==> src/hw/lane_flag_pkg.sv <==
/*
 * Package for the data-lane side pins and flag pins of a nonvolatile
 * registered memory module: mode bits, widths, register offsets, timing.
 * Assumes a single 200 MHz core clock domain.
 */
package lane_flag_pkg;
	// Core clock period in picoseconds.
	localparam int CLK_PERIOD_PS = 5000;
	// Data lane width (x8 lane, one byte under one strobe pair).
	localparam int LANE_W = 8;
	localparam int NIB_W = 4;
	// Register port.
	localparam int ADDR_W = 4;
	localparam int DATA_W = 16;
	localparam logic [3:0] OFF_MODE_ONE = 4'h0;
	localparam logic [3:0] OFF_MODE_FIVE = 4'h1;
	localparam logic [3:0] OFF_CONFIG = 4'h2;
	localparam logic [3:0] OFF_STATUS = 4'h3;
	localparam logic [3:0] OFF_LAST_WORD = 4'h4;
	localparam logic [3:0] OFF_MEM_ADDR = 4'h5;
	localparam logic [3:0] OFF_MEM_DATA = 4'h6;
	// Mode register bit positions.
	localparam int MR1_TERM_STROBE_BIT = 11;
	localparam int MR5_PAR_EN_BIT = 0;
	localparam int MR5_MASK_EN_BIT = 10;
	localparam int MR5_WINV_EN_BIT = 11;
	localparam int MR5_RINV_EN_BIT = 12;
	// Config register fields.
	localparam int CFG_WIDTH_LO = 0;
	localparam int CFG_BACKUP_EN_BIT = 2;
	localparam int CFG_CONN_TEST_BIT = 3;
	localparam int CFG_CRIT_TEMP_LO = 8;
	// Part width codes.
	localparam logic [1:0] WIDTH_X4 = 2'h0;
	localparam logic [1:0] WIDTH_X8 = 2'h1;
	localparam logic [1:0] WIDTH_X16 = 2'h2;
	// Reset values.
	localparam logic [15:0] MODE_ONE_RST = 16'h0000;
	localparam logic [15:0] MODE_FIVE_RST = 16'h0000;
	localparam logic [15:0] CONFIG_RST = 16'h5501;
	// CRC alert pulse width, in nanoseconds, and derived cycles.
	localparam int CRC_ALERT_NS = 60;
	localparam int CRC_ALERT_CYC = (CRC_ALERT_NS * 1000 + CLK_PERIOD_PS - 1) / CLK_PERIOD_PS;
	// Parity recovery time, in nanoseconds, and derived cycles.
	localparam int PAR_RECOVER_NS = 200;
	localparam int PAR_RECOVER_CYC = (PAR_RECOVER_NS * 1000 + CLK_PERIOD_PS - 1) / CLK_PERIOD_PS;
	localparam int CNT_W = 8;
	// Backup copy memory depth.
	localparam int MEM_AW = 4;
	localparam int MEM_DEPTH = 16;
	// Status bit positions.
	localparam int ST_ALERT_BIT = 0;
	localparam int ST_BACKUP_BIT = 1;
	localparam int ST_DONE_BIT = 2;
	localparam int ST_ALERT_IN_BIT = 3;
	localparam int ST_ARMED_BIT = 4;
	localparam int ST_EVENT_BIT = 5;
	localparam int ST_TERM_BIT = 6;
	localparam int ST_STATE_LO = 8;
	// Backup sequencer states.
	typedef enum logic [1:0] {BK_IDLE, BK_SWITCH, BK_COPY, BK_DONE} backup_type;
endpackage

==> src/hw/backup_store.sv <==
/*
 * Small store with one write port and one read port standing in for the internal flash image.
 * Read data come out of a register one cycle after the address.
 */
`timescale 1ns/1ps
`default_nettype none
module backup_store
	import lane_flag_pkg::*;
(
	// Clock.
	input wire logic clk,
	// Write side.
	input wire logic wr_en,
	input wire logic [MEM_AW-1:0] wr_addr,
	input wire logic [LANE_W-1:0] wr_data,
	// Read side.
	input wire logic [MEM_AW-1:0] rd_addr,
	output logic [LANE_W-1:0] rd_data
);
	logic [LANE_W-1:0] mem [MEM_DEPTH];

	// Write port; no reset so it maps onto plain storage.
	always_ff @(posedge clk) begin
		if (wr_en) begin
			mem[wr_addr] <= wr_data;
		end
	end

	// Registered read.
	always_ff @(posedge clk) begin
		rd_data <= mem[rd_addr];
	end
endmodule
`default_nettype wire

==> src/hw/lane_flag_pins.sv <==
/*
 * Data-lane side logic and flag pins of a nonvolatile registered memory
 * module lane: write mask / bus inversion capture on both strobe edges,
 * read inversion, termination strobe select, error alert, thermal event
 * and forced backup copy into a backing store.
 * Assumes strobes, the lane, alert and memory reset pins and the backup trigger are asynchronous to CLK
 * and slow against it (strobe period 160 ns); every one is synchronised.
 */
// Chosen here: the register offsets and the plain strobed port.
`timescale 1ns/1ps
`default_nettype none

////////////////////////////////////////////////////////////////////////////////

module lane_flag_pins
	import lane_flag_pkg::*;
(
	// Clock and reset.
	input wire logic CLK,
	input wire logic RESET_N,
	// Memory reset pin, blocked while armed.
	input wire logic MEM_RESET_N,
	output logic MEM_RESET_N_EFF,
	// Register port.
	input wire logic [ADDR_W-1:0] REG_ADDR,
	input wire logic [DATA_W-1:0] REG_WDATA,
	input wire logic REG_WR,
	input wire logic REG_RD,
	output logic [DATA_W-1:0] REG_RDATA,
	// Data strobe pair and lane.
	input wire logic LOWER_BYTE_STROBE,
	input wire logic LOWER_BYTE_STROBE_C,
	input wire logic [LANE_W-1:0] DQ_IN,
	input wire logic WRITE_MASK_N,
	input wire logic WRITE_EN,
	output logic [LANE_W-1:0] STORE_DATA,
	output logic STORE_VALID,
	// Read path.
	input wire logic [LANE_W-1:0] READ_DATA,
	input wire logic READ_EN,
	output logic [LANE_W-1:0] DQ_OUT,
	output logic DQ_OE,
	output logic BUS_INVERT_N_OUT,
	output logic STROBE_OUT,
	// Termination strobe pair.
	output logic TERM_STROBE_TRUE_TERM,
	output logic TERM_STROBE_COMP_TERM,
	// Command parity and CRC status.
	input wire logic CMD_VALID,
	input wire logic [31:0] CMD_BITS,
	input wire logic CMD_PARITY,
	input wire logic CRC_ERROR,
	input wire logic RECOVERY_DONE,
	// Alert pin, three signals.
	input wire logic ALERT_N_IN,
	output logic ALERT_N_OUT,
	output logic ALERT_N_OE,
	// Temperature and event.
	input wire logic [7:0] TEMPERATURE,
	output logic EVENT_N,
	// Backup trigger (open-drain, active low).
	input wire logic BACKUP_TRIGGER_N,
	output logic MUX_TO_FLASH,
	output logic BACKUP_DONE
);

	////////////////////////////////////////////////////////////////////////
	// Shared helpers.

	// Even parity over the command bits plus the parity pin.
	function automatic logic parity_bad(input logic [31:0] bits, input logic par);
		parity_bad = (^bits) ^ par;
	endfunction

	// Conditional byte inversion, low control means invert.
	function automatic logic [LANE_W-1:0] apply_inv(input logic [LANE_W-1:0] d,
			input logic inv_n, input logic en);
		apply_inv = (en && !inv_n) ? ~d : d;
	endfunction

	////////////////////////////////////////////////////////////////////////
	// Registers.

	logic [DATA_W-1:0] mode_one_r;
	logic [DATA_W-1:0] mode_five_r;
	logic [DATA_W-1:0] config_r;
	logic [MEM_AW-1:0] mem_addr_r;
	logic [1:0] part_width;
	logic mask_allowed, winv_on, rinv_on, term_on;

	assign part_width = config_r[CFG_WIDTH_LO +: 2];
	// Mask only on x8/x16 and only when chosen by mode five.
	assign mask_allowed = mode_five_r[MR5_MASK_EN_BIT] && (part_width != WIDTH_X4) && !term_on;
	assign winv_on = mode_five_r[MR5_WINV_EN_BIT] && !mask_allowed;
	assign rinv_on = mode_five_r[MR5_RINV_EN_BIT];
	// Termination strobe only honoured on x8 parts.
	assign term_on = mode_one_r[MR1_TERM_STROBE_BIT] && (part_width == WIDTH_X8);

	// Register writes.
	always_ff @(posedge CLK) begin
		if (!RESET_N) begin
			mode_one_r <= MODE_ONE_RST;
			mode_five_r <= MODE_FIVE_RST;
			config_r <= CONFIG_RST;
			mem_addr_r <= '0;
		end else if (REG_WR) begin
			case (REG_ADDR)
				OFF_MODE_ONE: mode_one_r <= REG_WDATA;
				OFF_MODE_FIVE: mode_five_r <= REG_WDATA;
				OFF_CONFIG: config_r <= REG_WDATA;
				OFF_MEM_ADDR: mem_addr_r <= REG_WDATA[MEM_AW-1:0];
				default: ;
			endcase
		end
	end

	////////////////////////////////////////////////////////////////////////
	// Input synchronisers: two flops each before any logic looks.

	// Lane data, mask and write enable ride through the same two flops as
	// the strobe, so they stay lined up with the edge that takes them.
	logic [1:0] stb_t_s, stb_c_s, trig_s, alert_s, mrst_s, wen_s, mask_s;
	logic [1:0][LANE_W-1:0] dq_s;
	always_ff @(posedge CLK) begin
		if (!RESET_N) begin
			stb_t_s <= 2'h0;
			stb_c_s <= 2'h3;
			trig_s <= 2'h3;
			alert_s <= 2'h3;
			mrst_s <= 2'h3;
			wen_s <= 2'h0;
			mask_s <= 2'h3;
			dq_s <= '0;
		end else begin
			stb_t_s <= {stb_t_s[0], LOWER_BYTE_STROBE};
			stb_c_s <= {stb_c_s[0], LOWER_BYTE_STROBE_C};
			wen_s <= {wen_s[0], WRITE_EN};
			mask_s <= {mask_s[0], WRITE_MASK_N};
			dq_s <= {dq_s[0], DQ_IN};
			trig_s <= {trig_s[0], BACKUP_TRIGGER_N};
			alert_s <= {alert_s[0], ALERT_N_IN};
			mrst_s <= {mrst_s[0], MEM_RESET_N};
		end
	end

	////////////////////////////////////////////////////////////////////////
	// Write capture on both strobe edges.

	logic stb_prev_r, stb_rise, stb_fall, stb_diff_ok;
	// The strobe counts only as a differential pair: true and complement
	// must disagree, a single-ended level is never taken as an edge.
	assign stb_diff_ok = stb_t_s[1] ^ stb_c_s[1];
	assign stb_rise = stb_diff_ok && stb_t_s[1] && !stb_prev_r;
	assign stb_fall = stb_diff_ok && !stb_t_s[1] && stb_prev_r;

	always_ff @(posedge CLK) begin
		if (!RESET_N) begin
			stb_prev_r <= 1'b0;
		end else if (stb_diff_ok) begin
			stb_prev_r <= stb_t_s[1];
		end
	end

	// Data and mask are taken together at both strobe edges; the host
	// centres the strobe in the data eye, so the synced lane has settled.
	// One pair covers the whole byte lane of this x8 slice.
	logic [LANE_W-1:0] last_word_r;
	always_ff @(posedge CLK) begin
		if (!RESET_N) begin
			STORE_DATA <= '0;
			STORE_VALID <= 1'b0;
			last_word_r <= '0;
		end else begin
			STORE_VALID <= 1'b0;
			if (wen_s[1] && (stb_rise || stb_fall)) begin
				if (mask_allowed && !mask_s[1]) begin
					STORE_VALID <= 1'b0; // Masked byte dropped.
				end else begin
					STORE_DATA <= apply_inv(dq_s[1], mask_s[1], winv_on);
					last_word_r <= apply_inv(dq_s[1], mask_s[1], winv_on);
					STORE_VALID <= 1'b1;
				end
			end
		end
	end

	////////////////////////////////////////////////////////////////////////
	// Read drive: data change together with the strobe toggle.

	logic inv_out;
	assign inv_out = rinv_on && (^READ_DATA == 1'b1) && (READ_DATA != '0) &&
		($countones(READ_DATA) > (LANE_W / 2));
	always_ff @(posedge CLK) begin
		if (!RESET_N) begin
			DQ_OUT <= '0;
			DQ_OE <= 1'b0;
			BUS_INVERT_N_OUT <= 1'b1;
			STROBE_OUT <= 1'b0;
		end else begin
			DQ_OE <= READ_EN;
			if (READ_EN) begin
				// Low inversion flag marks inverted data.
				DQ_OUT <= apply_inv(READ_DATA, !inv_out, 1'b1);
				BUS_INVERT_N_OUT <= !inv_out;
				STROBE_OUT <= !STROBE_OUT; // Edge-aligned with data.
			end
		end
	end

	////////////////////////////////////////////////////////////////////////
	// Termination strobe pair.

	// Same termination as the strobe pair when enabled, else unused.
	always_ff @(posedge CLK) begin
		if (!RESET_N) begin
			TERM_STROBE_TRUE_TERM <= 1'b0;
			TERM_STROBE_COMP_TERM <= 1'b0;
		end else begin
			TERM_STROBE_TRUE_TERM <= term_on;
			TERM_STROBE_COMP_TERM <= term_on;
		end
	end

	////////////////////////////////////////////////////////////////////////
	// Alert: CRC pulse and parity hold.

	logic [CNT_W-1:0] crc_cnt_r;
	logic par_hold_r, par_err, conn_test;
	assign conn_test = config_r[CFG_CONN_TEST_BIT];
	assign par_err = mode_five_r[MR5_PAR_EN_BIT] && CMD_VALID &&
		parity_bad(CMD_BITS, CMD_PARITY);

	// CRC error loads a fixed-width countdown.
	always_ff @(posedge CLK) begin
		if (!RESET_N) begin
			crc_cnt_r <= '0;
		end else if (CRC_ERROR) begin
			crc_cnt_r <= CNT_W'(CRC_ALERT_CYC);
		end else if (crc_cnt_r != '0) begin
			crc_cnt_r <= crc_cnt_r - 1'b1;
		end
	end

	// Parity hold ends only on recovery done; a new error wins.
	always_ff @(posedge CLK) begin
		if (!RESET_N) begin
			par_hold_r <= 1'b0;
		end else if (par_err) begin
			par_hold_r <= 1'b1;
		end else if (RECOVERY_DONE) begin
			par_hold_r <= 1'b0;
		end
	end

	// Alert is open-drain: drive low only; tristate in test mode.
	always_ff @(posedge CLK) begin
		if (!RESET_N) begin
			ALERT_N_OUT <= 1'b0;
			ALERT_N_OE <= 1'b0;
		end else begin
			ALERT_N_OUT <= 1'b0;
			ALERT_N_OE <= !conn_test && ((crc_cnt_r != '0) || par_hold_r);
		end
	end

	////////////////////////////////////////////////////////////////////////
	// Thermal event.

	always_ff @(posedge CLK) begin
		if (!RESET_N) begin
			EVENT_N <= 1'b1;
		end else begin
			EVENT_N <= !(TEMPERATURE > config_r[CFG_CRIT_TEMP_LO +: 8]);
		end
	end

	////////////////////////////////////////////////////////////////////////
	// Backup sequencer.

	backup_type bk_state_r;
	logic [MEM_AW-1:0] copy_ptr_r;
	logic armed, trig_fall, trig_prev_r;
	logic [LANE_W-1:0] mem_rdata;
	assign armed = config_r[CFG_BACKUP_EN_BIT];
	assign trig_fall = trig_prev_r && !trig_s[1];

	always_ff @(posedge CLK) begin
		if (!RESET_N) begin
			trig_prev_r <= 1'b1;
		end else begin
			trig_prev_r <= trig_s[1];
		end
	end

	// The host has put the memory into self refresh before the trigger,
	// so the lane holds still while the copy walks every word.
	always_ff @(posedge CLK) begin
		if (!RESET_N) begin
			bk_state_r <= BK_IDLE;
			copy_ptr_r <= '0;
		end else begin
			case (bk_state_r)
				BK_IDLE: begin
					if (armed && trig_fall) begin
						bk_state_r <= BK_SWITCH;
					end
				end
				BK_SWITCH: begin
					copy_ptr_r <= '0;
					bk_state_r <= BK_COPY;
				end
				BK_COPY: begin
					copy_ptr_r <= copy_ptr_r + 1'b1;
					if (copy_ptr_r == MEM_AW'(MEM_DEPTH - 1)) begin
						bk_state_r <= BK_DONE;
					end
				end
				BK_DONE: begin
					if (!armed) begin
						bk_state_r <= BK_IDLE;
					end
				end
				default: bk_state_r <= BK_IDLE;
			endcase
		end
	end

	// Mux switch and done flags.
	always_ff @(posedge CLK) begin
		if (!RESET_N) begin
			MUX_TO_FLASH <= 1'b0;
			BACKUP_DONE <= 1'b0;
		end else begin
			MUX_TO_FLASH <= (bk_state_r == BK_SWITCH) || (bk_state_r == BK_COPY);
			BACKUP_DONE <= (bk_state_r == BK_DONE);
		end
	end

	// The lane's last written word, XORed with the copy address, stands in for the DRAM image here.
	backup_store u_store (
		.clk(CLK),
		.wr_en(bk_state_r == BK_COPY),
		.wr_addr(copy_ptr_r),
		.wr_data(last_word_r ^ {{(LANE_W-MEM_AW){1'b0}}, copy_ptr_r}),
		.rd_addr(mem_addr_r),
		.rd_data(mem_rdata)
	);

	// Memory reset is blocked while armed for backup.
	always_ff @(posedge CLK) begin
		if (!RESET_N) begin
			MEM_RESET_N_EFF <= 1'b1;
		end else begin
			MEM_RESET_N_EFF <= armed ? 1'b1 : mrst_s[1];
		end
	end

	////////////////////////////////////////////////////////////////////////
	// Register reads, data one cycle after the strobe.

	logic [DATA_W-1:0] status;
	always_comb begin
		status = '0;
		status[ST_ALERT_BIT] = ALERT_N_OE;
		status[ST_BACKUP_BIT] = MUX_TO_FLASH;
		status[ST_DONE_BIT] = BACKUP_DONE;
		status[ST_ALERT_IN_BIT] = alert_s[1];
		status[ST_ARMED_BIT] = armed;
		status[ST_EVENT_BIT] = !EVENT_N;
		status[ST_TERM_BIT] = term_on;
		status[ST_STATE_LO +: 2] = bk_state_r;
	end

	always_ff @(posedge CLK) begin
		if (!RESET_N) begin
			REG_RDATA <= '0;
		end else if (REG_RD) begin
			case (REG_ADDR)
				OFF_MODE_ONE: REG_RDATA <= mode_one_r;
				OFF_MODE_FIVE: REG_RDATA <= mode_five_r;
				OFF_CONFIG: REG_RDATA <= config_r;
				OFF_STATUS: REG_RDATA <= status;
				OFF_LAST_WORD: REG_RDATA <= {{(DATA_W-LANE_W){1'b0}}, last_word_r};
				OFF_MEM_ADDR: REG_RDATA <= {{(DATA_W-MEM_AW){1'b0}}, mem_addr_r};
				OFF_MEM_DATA: REG_RDATA <= {{(DATA_W-LANE_W){1'b0}}, mem_rdata};
				default: REG_RDATA <= '0;
			endcase
		end else begin
			REG_RDATA <= '0;
		end
	end
endmodule
`default_nettype wire

==> config.mk <==
export PLATFORM = sky130hd
export DESIGN_NAME = lane_flag_pins
export DESIGN_NICKNAME = d
export VERILOG_FILES = /design/src/hw/lane_flag_pkg.sv /design/src/hw/backup_store.sv /design/src/hw/lane_flag_pins.sv
export SDC_FILE = /design/constraint.sdc
export NUM_CORES = 1
export LEC_CHECK = 0
export BUFFER_PORTS_ARGS = -buffer_cell sky130_fd_sc_hd__buf_2
export CORE_MARGIN = 2
export CORE_UTILIZATION = 35
export DETAILED_ROUTE_END_ITERATION = 16
export HOLD_SLACK_MARGIN = 0.02
export PLACE_DENSITY = 0.61
export SETUP_SLACK_MARGIN = 0.15
export SYNTH_ARGS = -nofsm -noshare
export SYNTH_HDL_FRONTEND = slang
export SYNTH_SLANG_ARGS = --single-unit
==> constraint.sdc <==
create_clock -name CLK -period 4.9 [get_ports CLK]
set_input_delay 0.735 -clock CLK [delete_from_list [all_inputs] [get_ports CLK]]
set_output_delay 0.735 -clock CLK [all_outputs]
set_load 0.02 [all_outputs]
==> metrics <==
endpoint arrival time on the critical path=4.23 ns; category of the most critical setup path=input pin to flip-flop; maximum number of buffers from clock root to sink=3; die boundary width=184 µm; maximum number of pins on one net before global-route repair=54; type of element capturing the critical path=flip-flop; crit-path leading delay family=adder cells; number of global-route vias before repair=7231; CTS hold repair buffers=0; clk root buf=sky130_fd_sc_hd__clkbuf_16; total congestion overflow=0; Most Used Layer, Global Route=met2; total routing resource utilization after global routing=15.4%; Worst-Margin Slew=1.13 ns; HPWL after detailed placement=17.5 mm; data required time of the critical path=5.34 ns; start of the worst register-to-register path=mem_addr_r[0]$_SDFFE_PN0P_; Global Route met1 Usage=21.4%; Residual DRC=0; VDD IR max=0.000278 V; Vias=7203; Setup Viol. Count Final=0; grt met3 use=2.28%; layout net count=1154; ports placed on the boundary=136; count of endpoints failing hold in the final timing report=0; clk sinks=277; final-layout worst hold slack=0.377 ns; Die Span Y=184 µm; area enclosed by the die boundary=33800 µm²; count of antenna diodes in the layout=0; Worst Setup Start Kind=input pin; cell with the most instances on the worst path=sky130_fd_sc_hd__fa_1; Hold Path Sink=mask_s[0]$_SDFF_PN1_; Leakage Power=4.83 nW; setup slack of the most critical reg-to-reg path=2.36 ns; Fill cells=2946; Core Footprint=31700 µm²; total of warnings raised by yosys=0; Antenna Nets Post-Route=0; status=complete, no violations; Post-synth top flop=sky130_fd_sc_hd__dfxtp_1; Yosys cell types=53; Area contributors post-synth=sky130_fd_sc_hd__edfxtp_1, sky130_fd_sc_hd__dfxtp_1, sky130_fd_sc_hd__mux4_2; met2 track utilization from global routing=25.7%; EDFF count, synth=128; Max Fclk=0.264 GHz; first-iteration detailed-routing DRC count=542; CP Cell Sequence=buf_2, inv_1, fa_1, fa_1, fa_1, inv_1, ha_1, fa_1, nor2_1, o22ai_1, and4_1, xnor2_1, a211oi_1; highest fanout seen on the critical path=9; TritonCTS Buffers=29; row count=65; number of pins exceeding their max-slew limit in the final report=0; synth-to-layout area growth=17.0%; Async S/R FF share, synth=0%; Power per Cell Area=382 nW/µm²; reg2reg path depth=3; cell depth of the worst min-delay path=2; aggregate negative setup slack=0 ns; count of buffers added by post-CTS timing repair for setup=0; destination of the worst register-to-register timing path=u_store.rd_data[7]$_DFF_P_; Critical Path Slowest Stage Cell=sky130_fd_sc_hd__fa_1; post-synthesis instance total=916; initial core utilization=35.7%; TritonCTS clock tree=yes; Hold/Removal Path Class=input pin to flip-flop; H-tree depth=1; Hold Path Origin=WRITE_MASK_N; Critical path buffers and inverters=3; Pre-antenna DRT Iters=5; largest area contributor in the netlist=sky130_fd_sc_hd__edfxtp_1; clock slew at reported path FFs=0.06 ns; synthesized cell area=11300 µm²; # port buffers=134; number of nets produced by synthesis=1037; post-synthesis sequential area ratio=60.2%; shortest period the worst path allows=3.79 ns; Routed wire per std cell=17.5 µm; post-CTS sizing=0; max-slew headroom at the worst pin=24.2%; first-pass GRT wire length=40.8 mm; average cell area after synthesis=12.4 µm²; delay of the slowest critical-path stage=0.56 ns; share of cells above drive strength 1=22.5%; worst-skew pair later-pin latency=0.53 ns; unrepaired setup endpoints after global routing=false; Final Skew=0.00750 ns; routed vias/inst=4.95; number of max-cap violations=0; part of the cycle the worst path needs=77.4%; number of antenna violations at the first check in global routing=1; drt total wl=25.5 mm; gp weighted congestion=0.789; fraction of post-synthesis cell area in the top cell type by area=33.9%; register bit count reported by yosys=277
## area by class of cell
type	instances	area, µm²	area share (%)
clock buffer	42	808	6.10
clock inverter	10	128	0.963
inverter	34	128	0.963
multi-input combinational	546	4110	31.0
sequential	277	6830	51.5
tap	402	503	3.79
timing repair buffer	145	753	5.68
## registers in the layout, summed over array words and instances, names as in the netlist, 4 cells and up
register	count
mem_addr_r	4
mode_one_r	16
DQ_OUT	8
last_word_r	8
config_r	16
copy_ptr_r	4
crc_cnt_r	8
REG_RDATA	16
u_store.mem	128
mode_five_r	16
u_store.rd_data	8
dq_s	16
## where the power goes
| group | switching, mW | internal (mW) | total, mW |
|---|---|---|---|
| clock | 0.859 | 1.30 | 2.15 |
| combinational | 0.221 | 0.204 | 0.424 |
| sequential | 0.0374 | 2.45 | 2.49 |
## layout by cell type, fill, tap and decap left out, types with 4 or more instances in the layout
cell / instances
sky130_fd_sc_hd__or3_1: 4
sky130_fd_sc_hd__buf_2: 134
sky130_fd_sc_hd__nand2b_1: 20
sky130_fd_sc_hd__fa_1: 4
sky130_fd_sc_hd__inv_1: 33
sky130_fd_sc_hd__a222oi_1: 7
sky130_fd_sc_hd__clkbuf_16: 29
sky130_fd_sc_hd__nand2_1: 111
sky130_fd_sc_hd__buf_4: 11
sky130_fd_sc_hd__edfxtp_1: 128
sky130_fd_sc_hd__nor3_1: 12
sky130_fd_sc_hd__xor2_1: 18
sky130_fd_sc_hd__nand3_1: 8
sky130_fd_sc_hd__clkbuf_1: 9
sky130_fd_sc_hd__xnor2_1: 43
sky130_fd_sc_hd__ha_1: 25
sky130_fd_sc_hd__nor2b_1: 7
sky130_fd_sc_hd__dfxtp_1: 147
sky130_fd_sc_hd__a211oi_1: 18
sky130_fd_sc_hd__mux2i_1: 9
sky130_fd_sc_hd__nor2_1: 64
sky130_fd_sc_hd__and2_1: 27
sky130_fd_sc_hd__a22oi_1: 13
sky130_fd_sc_hd__o211ai_1: 4
sky130_fd_sc_hd__o21ai_0: 6
sky130_fd_sc_hd__a21oi_1: 60
sky130_fd_sc_hd__mux4_2: 40
sky130_fd_sc_hd__a221oi_1: 4
## worst max path at each step
stage / from / end / slack, ns / depth (start not counted)
3_3_place_gp: READ_DATA[0] / DQ_OUT[1]$_SDFFE_PN0P_ / 0.65 / 13
3_5_place_dp: READ_DATA[0] / DQ_OUT[5]$_SDFFE_PN0P_ / 0.57 / 13
6_report: READ_DATA[0] / DQ_OUT[5]$_SDFFE_PN0P_ / 1.11 / 13
2_1_floorplan: READ_DATA[0] / DQ_OUT[0]$_SDFFE_PN0P_ / 1.05 / 13
5_1_grt: READ_DATA[0] / DQ_OUT[5]$_SDFFE_PN0P_ / 0.90 / 13
4_1_cts: READ_DATA[0] / DQ_OUT[5]$_SDFFE_PN0P_ / 1.11 / 13
## metal layers
layer | wire, µm | vias up | part of all wire, %
met4 | 423 | 0 | 1.7
met5 | 0 | - | 0
met3 | 1260 | 30 | 4.9
met2 | 12100 | 172 | 47
met1 | 11700 | 3518 | 46
li1 | - | 3483 | -
## synth_stat cells (all sizes together) (6+ instances only)
cell type and instances:
a22oi 13, o21ai 6, clkbuf 32, ha 25, a222oi 7, xnor2 43, nand3 8, edfxtp 128
mux2i 9, a21oi 60, a211oi 18, nor2b 7, nand2 112, and2 27, nor2 64, inv 34
nor3 14, mux4 40, dfxtp 149, xor2 18, buf 27, nand2b 20
## stage by stage
stage / instances / util [%] / total power, mW / instance area, µm² / setup slack [ns]
after floorplan: 916 / - / 2.84 / 11300 / 1.05
after global routing: 1456 / 41.8 / 5.28 / 13300 / 0.900
after global placement: 1404 / 38.8 / 2.96 / 12300 / 0.653
after CTS: 1456 / 41.8 / 5.12 / 13300 / 1.11
final: 1456 / 41.8 / 5.07 / 13300 / 1.11
after detailed placement: 1404 / 38.8 / 2.97 / 12300 / 0.568
## cell families (layout without fill, tap and decap cells)
family | after synthesis | after routing | synth area share (%)
buf+inv | 93 | 231 | 3.51
xor+xnor | 62 | 62 | 4.91
flops | 277 | 277 | 60.2
simple gates | 277 | 277 | 11.8
other cells | 1 | 1 | 0.0331
fa+ha+maj | 29 | 29 | 3.47
compound gates | 127 | 127 | 7.20
mux | 50 | 50 | 8.84
Note: power is estimated with default switching activity, not from simulation.
